`src/shared/csr_defines.vh`:
```
`ifndef CSR_DEFINES_VH
`define CSR_DEFINES_VH
// Register indices (byte address = 4 * index)
`define CSR_IDX_INDIRECT_DATA 9'h180
`define CSR_IDX_OPTION 9'h181
`define CSR_IDX_PC_LOW 9'h182
`define CSR_IDX_STATUS 9'h183
`define CSR_IDX_POINTER 9'h184
`define CSR_IDX_PORTB_DIR 9'h186
`define CSR_IDX_PC_LATCH 9'h18A
`define CSR_IDX_INT_CTRL 9'h18B
// Status bit positions
`define CSR_ST_CARRY 0
`define CSR_ST_DIGIT 1
`define CSR_ST_ZERO 2
`define CSR_ST_PD 3
`define CSR_ST_TO 4
`define CSR_ST_RP0 5
`define CSR_ST_RP1 6
`define CSR_ST_IRP 7
// Reset values
`define CSR_RST_OPTION 8'hFF
`define CSR_RST_PC_LOW 8'h00
`define CSR_RST_PORTB_DIR 8'hFF
`define CSR_RST_PC_LATCH 5'h00
`define CSR_RST_STATUS_POR 8'h18
`define CSR_RST_INT_CTRL 8'h00
`define CSR_RST_POINTER 8'h00
// ALU operation codes
`define CSR_OP_NONE 3'h0
`define CSR_OP_ADD 3'h1
`define CSR_OP_SUB 3'h2
`define CSR_OP_LOGIC 3'h3
`define CSR_OP_CLEAR 3'h4
`define CSR_OP_RRF 3'h5
`define CSR_OP_RLF 3'h6
`define CSR_OP_MOVE 3'h7
`endif

```
`src/csr_core_status_bank.v`:
```
// How it works
// - The status register holds zero, digit carry and carry, the two reset-cause bits and three bank selects.
// - Any instruction may name the status register as its destination like any other file register.
// - When the instruction affects zero, digit carry or carry, the data write to those bits is dropped and the ALU flags land instead.
// - The timeout and powerdown cause bits ignore all writes and move only on reset, sleep and watchdog events.
// - A clear of the status register gives 000uu1uu: bank selects cleared, zero set, others kept.
// - In subtraction carry is an inverted borrow and digit carry an inverted low nibble borrow.
// - Unimplemented addresses and bits read as zero.
// - Master clear, brown-out and watchdog resets apply the non power-up values, keeping some bits.
// - For add and subtract carry is 1 exactly when bit 7 carries out.
// - Subtraction adds the two's complement of the second operand.
// - Rotates load carry with the bit shifted out, low bit right and high bit left.
`timescale 1ns/1ps
`include "csr_defines.vh"
module csr_core_status_bank (
    // Clock and reset
    input wire i_core_clk,
    input wire i_srst,
    // Device reset and power events
    input wire i_por,
    input wire i_other_rst,
    input wire i_wdt_reset,
    input wire i_clrwdt,
    input wire i_sleep,
    input wire i_wdt_wake,
    // Instruction datapath
    input wire i_ex_valid,
    input wire [2:0] i_ex_op,
    input wire [8:0] i_ex_dest,
    input wire [7:0] i_ex_a,
    input wire [7:0] i_ex_b,
    input wire i_ex_flag_update,
    output reg [7:0] o_ex_result,
    // Indirect memory port
    output wire [8:0] o_mem_addr,
    output wire o_mem_we,
    output wire [7:0] o_mem_wdata,
    input wire [7:0] i_mem_rdata,
    // Register state
    output wire [7:0] o_status,
    output wire [7:0] o_option,
    output wire [7:0] o_portb_dir,
    output wire [4:0] o_pc_latch,
    output wire [7:0] o_int_ctrl,
    output wire [7:0] o_pc_low,
    // APB slave
    input wire psel,
    input wire penable,
    input wire pwrite,
    input wire [11:0] paddr,
    input wire [31:0] pwdata,
    output reg [31:0] prdata,
    output wire pready,
    output wire pslverr
);
    // Register state
    reg [7:0] status_q;
    reg [7:0] option_q;
    reg [7:0] pc_low_q;
    reg [7:0] pointer_q;
    reg [7:0] portb_dir_q;
    reg [4:0] pc_latch_q;
    reg [7:0] int_ctrl_q;
    // ALU working values
    reg [7:0] status_d;
    reg [8:0] sum;
    reg [4:0] nib;
    reg [7:0] res;
    reg res_c;
    reg res_dc;
    reg res_z;
    reg has_c;
    reg has_dc;
    // Decode nets
    wire apb_wr;
    wire [8:0] apb_idx;
    wire ex_st;
    wire ex_ind;
    wire ex_wr;
    wire [8:0] wr_idx;
    wire [7:0] wr_data;
    wire [7:0] b_eff;
    wire apb_ind;
    wire st_wr;
    wire to_set;
    wire to_clr;
    wire pd_set;
    wire pd_clr;
    wire wr_any;
    wire wr_option;
    wire wr_pc_low;
    wire wr_pointer;
    wire wr_portb_dir;
    wire wr_pc_latch;
    wire wr_int_ctrl;

    // Bus handshake, no wait states
    assign apb_wr = psel & penable & pwrite;
    assign apb_idx = paddr[10:2];
    assign pready = 1'b1;
    assign pslverr = 1'b0;

    // Subtrahend inverted; the carry-in of 1 in the sum completes the two's complement
    assign b_eff = (i_ex_op == `CSR_OP_SUB) ? ~i_ex_b : i_ex_b;

    // ALU result and flags
    always @* begin
        sum = 9'h000;
        nib = 5'h00;
        res = i_ex_a;
        res_c = status_q[`CSR_ST_CARRY];
        res_dc = status_q[`CSR_ST_DIGIT];
        has_c = 1'b0;
        has_dc = 1'b0;
        case (i_ex_op)
            `CSR_OP_ADD, `CSR_OP_SUB: begin
                sum = {1'b0, i_ex_a} + {1'b0, b_eff} + {8'h00, i_ex_op == `CSR_OP_SUB};
                nib = {1'b0, i_ex_a[3:0]} + {1'b0, b_eff[3:0]}
                    + {4'h0, i_ex_op == `CSR_OP_SUB};
                res = sum[7:0];
                res_c = sum[8];
                res_dc = nib[4];
                has_c = 1'b1;
                has_dc = 1'b1;
            end
            `CSR_OP_LOGIC: begin
                res = i_ex_b;
            end
            `CSR_OP_CLEAR: begin
                res = 8'h00;
            end
            `CSR_OP_RRF: begin
                res = {status_q[`CSR_ST_CARRY], i_ex_a[7:1]};
                res_c = i_ex_a[0];
                has_c = 1'b1;
            end
            `CSR_OP_RLF: begin
                res = {i_ex_a[6:0], status_q[`CSR_ST_CARRY]};
                res_c = i_ex_a[7];
                has_c = 1'b1;
            end
            `CSR_OP_MOVE: begin
                res = i_ex_b;
            end
            default: begin
                res = i_ex_a;
            end
        endcase
        res_z = (res == 8'h00);
    end

    // Datapath view of the ALU result
    always @* begin
        o_ex_result = res;
    end

    // Bus write to the indirect port, dropped when an instruction runs
    assign apb_ind = apb_wr & ~ex_st & (apb_idx == `CSR_IDX_INDIRECT_DATA);

    // Indirect port decode
    assign ex_st = i_ex_valid & (i_ex_op != `CSR_OP_NONE);
    assign ex_ind = ex_st & (i_ex_dest == `CSR_IDX_INDIRECT_DATA);
    assign o_mem_addr = {status_q[`CSR_ST_IRP], pointer_q};
    assign o_mem_we = ex_ind | apb_ind;
    assign o_mem_wdata = ex_ind ? res : pwdata[7:0];

    // Shared write path, instruction has priority
    assign ex_wr = ex_st;
    assign wr_idx = ex_wr ? i_ex_dest : apb_idx;
    assign wr_data = ex_wr ? res : pwdata[7:0];

    // Status destination decode
    assign st_wr = (ex_wr | apb_wr) && (wr_idx == `CSR_IDX_STATUS);

    // Cause bit events; sleep beats clear, watchdog clears timeout last
    assign to_set = i_clrwdt | i_sleep;
    assign to_clr = i_wdt_reset | i_wdt_wake;
    assign pd_set = i_clrwdt & ~i_sleep;
    assign pd_clr = i_sleep;

    // Status next value
    always @* begin
        status_d = status_q;
        if (st_wr) begin
            status_d[7:5] = wr_data[7:5];
            status_d[2:0] = wr_data[2:0];
        end
        if (ex_wr && i_ex_flag_update) begin
            status_d[`CSR_ST_ZERO] = res_z;
            if (has_dc)
                status_d[`CSR_ST_DIGIT] = res_dc;
            else if (wr_idx == `CSR_IDX_STATUS)
                status_d[`CSR_ST_DIGIT] = status_q[`CSR_ST_DIGIT];
            if (has_c)
                status_d[`CSR_ST_CARRY] = res_c;
            else if (wr_idx == `CSR_IDX_STATUS)
                status_d[`CSR_ST_CARRY] = status_q[`CSR_ST_CARRY];
        end
        // Cause bits only from device events
        if (to_set)
            status_d[`CSR_ST_TO] = 1'b1;
        if (pd_set)
            status_d[`CSR_ST_PD] = 1'b1;
        if (pd_clr)
            status_d[`CSR_ST_PD] = 1'b0;
        if (to_clr)
            status_d[`CSR_ST_TO] = 1'b0;
    end

    // Per-register write strobes, shared by both sources
    assign wr_any = ex_wr | apb_wr;
    assign wr_option = wr_any & (wr_idx == `CSR_IDX_OPTION);
    assign wr_pc_low = wr_any & (wr_idx == `CSR_IDX_PC_LOW);
    assign wr_pointer = wr_any & (wr_idx == `CSR_IDX_POINTER);
    assign wr_portb_dir = wr_any & (wr_idx == `CSR_IDX_PORTB_DIR);
    assign wr_pc_latch = wr_any & (wr_idx == `CSR_IDX_PC_LATCH);
    assign wr_int_ctrl = wr_any & (wr_idx == `CSR_IDX_INT_CTRL);

    // Status storage, power-up and other reset values
    always @(posedge i_core_clk) begin
        if (i_srst | i_por) begin
            status_q <= `CSR_RST_STATUS_POR;
        end else if (i_other_rst) begin
            // Bank selects cleared, timeout from cause, low bits from status next value
            status_q <= {3'b000, ~i_wdt_reset, status_d[3:0]};
        end else begin
            status_q <= status_d;
        end
    end

    // Prescaler option, reloaded by every reset
    always @(posedge i_core_clk) begin
        if (i_srst | i_por | i_other_rst) begin
            option_q <= `CSR_RST_OPTION;
        end else if (wr_option) begin
            option_q <= wr_data;
        end
    end

    // Program counter low byte
    always @(posedge i_core_clk) begin
        if (i_srst | i_por | i_other_rst) begin
            pc_low_q <= `CSR_RST_PC_LOW;
        end else if (wr_pc_low) begin
            pc_low_q <= wr_data;
        end
    end

    // Indirect pointer, kept over other resets
    always @(posedge i_core_clk) begin
        if (i_srst | i_por) begin
            pointer_q <= `CSR_RST_POINTER;
        end else if (wr_pointer & ~i_other_rst) begin
            pointer_q <= wr_data;
        end
    end

    // Port direction
    always @(posedge i_core_clk) begin
        if (i_srst | i_por | i_other_rst) begin
            portb_dir_q <= `CSR_RST_PORTB_DIR;
        end else if (wr_portb_dir) begin
            portb_dir_q <= wr_data;
        end
    end

    // Program counter upper latch, five bits only
    always @(posedge i_core_clk) begin
        if (i_srst | i_por | i_other_rst) begin
            pc_latch_q <= `CSR_RST_PC_LATCH;
        end else if (wr_pc_latch) begin
            pc_latch_q <= wr_data[4:0];
        end
    end

    // Interrupt control, low bit kept over other resets
    always @(posedge i_core_clk) begin
        if (i_srst | i_por) begin
            int_ctrl_q <= `CSR_RST_INT_CTRL;
        end else if (i_other_rst) begin
            int_ctrl_q <= {7'h00, int_ctrl_q[0]};
        end else if (wr_int_ctrl) begin
            int_ctrl_q <= wr_data;
        end
    end

    // APB read mux, unmapped reads zero
    always @* begin
        case (apb_idx)
            `CSR_IDX_INDIRECT_DATA: prdata = {24'h000000, i_mem_rdata};
            `CSR_IDX_OPTION: prdata = {24'h000000, option_q};
            `CSR_IDX_PC_LOW: prdata = {24'h000000, pc_low_q};
            `CSR_IDX_STATUS: prdata = {24'h000000, status_q};
            `CSR_IDX_POINTER: prdata = {24'h000000, pointer_q};
            `CSR_IDX_PORTB_DIR: prdata = {24'h000000, portb_dir_q};
            `CSR_IDX_PC_LATCH: prdata = {27'h0, pc_latch_q};
            `CSR_IDX_INT_CTRL: prdata = {24'h000000, int_ctrl_q};
            default: prdata = 32'h00000000;
        endcase
    end

    assign o_status = status_q;
    assign o_option = option_q;
    assign o_portb_dir = portb_dir_q;
    assign o_pc_latch = pc_latch_q;
    assign o_int_ctrl = int_ctrl_q;
    assign o_pc_low = pc_low_q;
endmodule

```
`config.mk`:
```
export PLATFORM = sky130hd
export DESIGN_NAME = csr_core_status_bank
export DESIGN_NICKNAME = d
export VERILOG_FILES = /design/src/csr_core_status_bank.v
export VERILOG_INCLUDE_DIRS = /design/src /design/src/shared
export SDC_FILE = /design/constraint.sdc
export NUM_CORES = 1
export LEC_CHECK = 0
export BUFFER_PORTS_ARGS = -buffer_cell sky130_fd_sc_hd__clkbuf_2
export CELL_PAD_IN_SITES_DETAIL_PLACEMENT = 1
export CELL_PAD_IN_SITES_GLOBAL_PLACEMENT = 1
export CORE_UTILIZATION = 33
export DETAILED_ROUTE_END_ITERATION = 10
export PLACE_DENSITY = 0.87
export SKIP_CTS_REPAIR_TIMING = 1
export SLEW_MARGIN = 10
export SYNTH_ARGS = -nofsm -noshare
export SYNTH_HDL_FRONTEND = slang
export SYNTH_SLANG_ARGS = --single-unit
```
`constraint.sdc`:
```
create_clock -name i_core_clk -period 6.8 [get_ports i_core_clk]
set_input_delay 2.04 -clock i_core_clk [delete_from_list [all_inputs] [get_ports i_core_clk]]
set_output_delay 2.04 -clock i_core_clk [all_outputs]
set_load 0.05 [all_outputs]
```
Yosys cells after proc, flatten, opt, wreduce, memory -nomap -nowiden
Index checks and enable logic that the tools add are counted.

operators by class
  mux-type cells = 21
  reductions and logical operators = 10
  equality and inequality tests = 23
  bitwise logic cells = 25
  $add $sub $neg = 4

operators with widths
  cell                count
  $eq 9x9->1 const B  16
  $pmux 8 s8          1
  $pmux 8 s5          1
  $mux 8              3
  $and 1x1->1         14
  $eq 3x3->1 const B  4
  $mux 1              11
  $add 8x8->9         1
  $add 9x1->9         1
  $mux 9              1
  $logic_not 8->1     1
  $not 8->8           1
  $eq 3x2->1 const B  2
  $mux 3              2
  $or 1x1->1          6
  $reduce_bool 3->1   2
  $reduce_or 2->1     3
  $add 4x4->5         1
  $add 5x1->5         1
  $mux 5              1
  $not 1->1           4
  $reduce_or 4->1     1
  $eq 3x1->1 const B  1
  $pmux 1 s3          1
  2 further kinds     3

storage, ports and cells
  input bits = 93
  output and inout bits = 105
  word-level logic and storage cells = 93
  flip-flop bits (word level) = 53

Logic depth before layout (Yosys ltp)
  depth in word-level cells = 11
  mapped depth = 13
  gate-level depth less buffers = 10

Worst setup path before layout
No wires, ideal clock.

  kind = input -> output
  start = input i_ex_op[2]
  end = output o_mem_wdata[6]
  path buffers = 2
  arrival time = 5187 ps
  required time = 4760 ps
  slack = -427 ps
  stages on the path = 10
  cells stage by stage = buf_2 or3b_1 buf_6 xnor2_1 ha_1 o21a_1 a21boi_1 o31a_1 o211ai_1 mux2_2

on the way
  longest elaborated chain between the ends = 6
  elaborated cells between the ends (all ways) = 17
  classes of those cells = add/sub: 2; eq/ne: 7; mux: 3; bitwise: 2; reduce/logical: 3

RTL lines
  item                      RTL line                    RTL
  from (decl)               csr_core_status_bank.v:28   input wire [2:0] i_ex_op,
  $eq 3x2->1                --
  $mux 8                    csr_core_status_bank.v:104  assign b_eff = (i_ex_op == `CSR_OP_SUB) ? ~i_ex_b : i_ex_b;
  $add 8x8->9               csr_core_status_bank.v:117  sum = {1'b0, i_ex_a} + {1'b0, b_eff} + {8'h00, i_ex_op == `CSR_OP_SUB};
  $add 9x1->9               csr_core_status_bank.v:117
  $pmux 8 s5 (*)            csr_core_status_bank.v:115  case (i_ex_op)
  named net o_ex_result[6]  csr_core_status_bank.v:33   output reg [7:0] o_ex_result,
  $mux 8 (*)                csr_core_status_bank.v:165  assign o_mem_wdata = ex_ind ? res : pwdata[7:0];
  to (decl)                 csr_core_status_bank.v:37   output wire [7:0] o_mem_wdata,

The timed path passes the listed nets; every way through them passes the cells marked *.

Final worst setup path
  start = input i_ex_op[2]
  end = output o_mem_wdata[7]

on the way
  longest elaborated chain between the ends = 6
  elaborated cells between the ends (all ways) = 17
  classes of those cells = add/sub: 2; eq/ne: 7; mux: 3; bitwise: 2; reduce/logical: 3

RTL lines
  item         RTL line
  $eq 3x2->1   --
  $mux 8       csr_core_status_bank.v:104
  $add 8x8->9  csr_core_status_bank.v:117
  $add 9x1->9  csr_core_status_bank.v:117
  $pmux 8 s5   csr_core_status_bank.v:115
  $mux 8 (*)   csr_core_status_bank.v:165

Mark *: on every way between the ends. The rest lies on a longest branch, timed or not.

==> results.cfg <==
[power_and_ir_drop]
ir_worst_vdd_v = 0.0000874
power.static_leakage_nw = 2.32
power_per_cell_area_mw_per_mm2 = 178

[worst_hold_path]
min-delay-start = o_pc_low[4]
hold_path_class = reg -> reg
worst_hold_path.num_cells = 2

[clocking]
clock_path_buffers = 2
clk_pin_slew_ns = 0.07
h-tree-depth = 2
clk_root_buffer_cell = clkbuf_16
clk-insertion-delay-late_ns = 0.30
tritoncts_buffers = 5
cts_tree = yes
clock_sinks = 53

[grt]
globalRouteOverflowTotal = 0
grt_util_met3_pct = 3.60
use_met1_pct = 33.1
antenna_found_initial = 0
largest_net_degree_at_the_start_of_global_routing = 28
vias_in_the_first_global_route = 4892
use_met2_pct = 44.2
grt_max_usage_layer = met2
grt_use_total_pct = 26.3
grt_pass1_wl_um = 26400

[yosys]
synth_area_leader_cell = dfxtp_1
synth_warnings = 0
synth_edf_count = 0
yosys.area.top_type_share_pct = 25.5
synth-seq-cells = 53
syn_avg_cell_area_um2 = 7.76
ys_seq_area_share_pct = 25.5
ys_dominant_reg_cell = dfxtp_1
synth_async_sr_flop_share_pct = 0
synthesized_instance_count = 537
ys_top_cells_by_area = dfxtp_1, mux2i_1, nand2_1
post_synthesis_cell_area_mm2 = 0.00417
ys_types = 75

[layout]
post_layout_nonfiller_instances = 846
finalNetCount = 778
syn2layout_area_growth_pct = 27.7
final_layout_size_suffix_gt1_share_pct = 31.1
antenna_fix_cells = 0
post-route-util_pct = 43.7

[sta]
final-setup-viol-count = 1
grt_setup_unrepaired = true
fmaxAchievable_ghz = 0.147
final-max-slew-violation-count = 0
finClkSkew_ns = 0.00587
hold_viol_final = 0
maxSlewHeadroom_pct = 29.4
min_period_over_period_pct = 100
fin_crit_ns = 6.81
layout_setup_ws_ns = -0.00832
worst_pin_slew_ns = 1.05

[run_status]
failed_checks = setup timing
outcome = finished, violations left

[drt]
post_drt_via_cell_ratio = 5.83
via_count = 4931
drt-initial-drc-count = 424
route.detailed.wl_per_inst_um = 20.6
antenna_violating_nets_post_route = 0
drt_pass1_iterations = 5
detail_route.wirelength_um = 17400
drt_drc_violations_left = 0

[floorplan]
fp.dieArea_mm2 = 0.0131
design.portCount = 198
die-width_um = 114
floorplan.core_area_mm2 = 0.0122
core.rowCount = 40
initial_core_util_pct = 34.2
chipHeight_um = 114

[place]
gp_congestion = 0.922
dp_cells = 836
portBuffers = 144
place_hpwl_um = 13500

[flow_run]
maxCapViolCount = 0

[worst_setup_path]
critical_path.cell_chain = clkbuf_2, or3b_4, xnor2_2, ha_1, and3_1, o21a_2, o21ba_4, or4_1, o211ai_1, inv_2, mux2_4, buf_6
worstSetupStartpoint = i_ex_op[2]
critical_path.startpoint_type = input pin
cpMaxStageDelayCell = or3b_4
critPathMaxFanout = 7
reg2reg_depth = 6
slowest_delay_ns = 0.49
cp_data_required_time_ns = 4.76
worstSetupPathType = in -> out
end_kind = primary output
worstPathArrival_ns = 4.77
worst_r2r_startpoint = o_status[0]
## cell usage after synthesis, types with 8 or more instances
master    number
dfxtp_1       53
a22oi_1       12
mux2i_1       24
nand3_1       25
nor2_1        45
o21ai_0       21
nor3_1         8
o31ai_1       10
or3_1         11
clkbuf_1      22
buf_4         28
buf_2         10
a21oi_1       31
xnor2_1        8
nand2_1       58
mux2_2         8
inv_1         12
## kinds of logic (layout without fill, tap and decap cells)
group                    after synthesis  in the layout  synth area share (%)
XOR/XNOR                              10             10                  2.28
flip-flops                            53             53                  25.5
adder cells (fa/ha/maj)                8              8                  2.58
AO/OA/AOI/OAI                        158            158                  27.5
multiplexers                          32             32                  7.93
AND/OR/NAND/NOR                      200            200                  24.2
other                                  2             26                 0.180
buffers and inverters                 74            191                  9.85
## metal layers
| metal | part of all wire (%) | vias up |
|---|---|---|
| li1 | - | 2215 |
| met1 | 42 | 2432 |
| met2 | 48 | 234 |
| met3 | 6.7 | 50 |
| met4 | 3.9 | 0 |
| met5 | 0 | - |
## power breakdown
part	total (mW)	internal (mW)	switching (mW)
Combinational	0.306	0.101	0.205
Sequential	0.313	0.311	0.00165
Clock	0.330	0.210	0.120
Total	0.948	0.622	0.326
## state kept, by name (all words and copies together), names as in the netlist
register and count:
o_pc_low 8, pointer_q 8, o_portb_dir 8, o_option 8, o_pc_latch 5, o_int_ctrl 8, o_status 8
## worst max-delay path: cells and delay by family
family                   cells  cell delay [ns]
adder cells (fa/ha/maj)      1             0.28
AO/OA/AOI/OAI                3             0.65
buffers and inverters        3             0.31
multiplexers                 1             0.27
AND/OR/NAND/NOR              3             1.05
XOR/XNOR                     1             0.17
## cells in the final DEF, fill, tap and decap left out, types with 6 or more instances in the layout
| master | n |
|---|---|
| nand2_1 | 58 |
| ha_1 | 7 |
| a222oi_1 | 7 |
| a21oi_1 | 31 |
| nor3_1 | 8 |
| nor2b_1 | 7 |
| mux2_2 | 6 |
| o21ai_0 | 20 |
| and2_1 | 6 |
| xnor2_1 | 6 |
| or3_1 | 11 |
| dfxtp_1 | 53 |
| mux2i_1 | 23 |
| a22oi_1 | 12 |
| nor2_1 | 45 |
| buf_4 | 27 |
| conb_1 | 26 |
| clkbuf_2 | 140 |
| a211oi_1 | 7 |
| o22ai_1 | 6 |
| inv_1 | 11 |
| nand3_1 | 25 |
| nand2b_1 | 7 |
| o31ai_1 | 9 |
## through the flow
step | power, mW | TNS, ns | instance area, µm² | setup slack (ns) | hold WS [ns]
after detailed placement | 0.616 | -0.103 | 5100 | -0.103 | 0.472
after global placement | 0.609 | -0.0380 | 5100 | -0.0380 | 0.463
after floorplan | 0.525 | -0.287 | 4310 | -0.287 | 0.680
after CTS | 0.941 | -0.103 | 5290 | -0.103 | 0.490
final | 0.948 | -0.00832 | 5320 | -0.00832 | 0.488
after global routing | 0.978 | -0.0539 | 5320 | -0.0539 | 0.509
## worst paths after layout
path | endpoint | slack [ns]
max | o_mem_wdata[7] | -0.008
min | o_pc_low[4] | 0.49
max reg2reg | o_status[2] | 4.56
min reg2reg | o_pc_low[4] | 0.49
## area by class of cell
type                            count  area, µm²
Clock buffer                        5        125
Clock inverter                      3       65.1
Fill cell                        1548       6840
Inverter                           12       45.0
Multi-Input combinational cell    434       2840
Sequential cell                    53       1060
Tap cell                          168        210
Timing Repair Buffer              171        975
(Power assumes the default switching activity.)
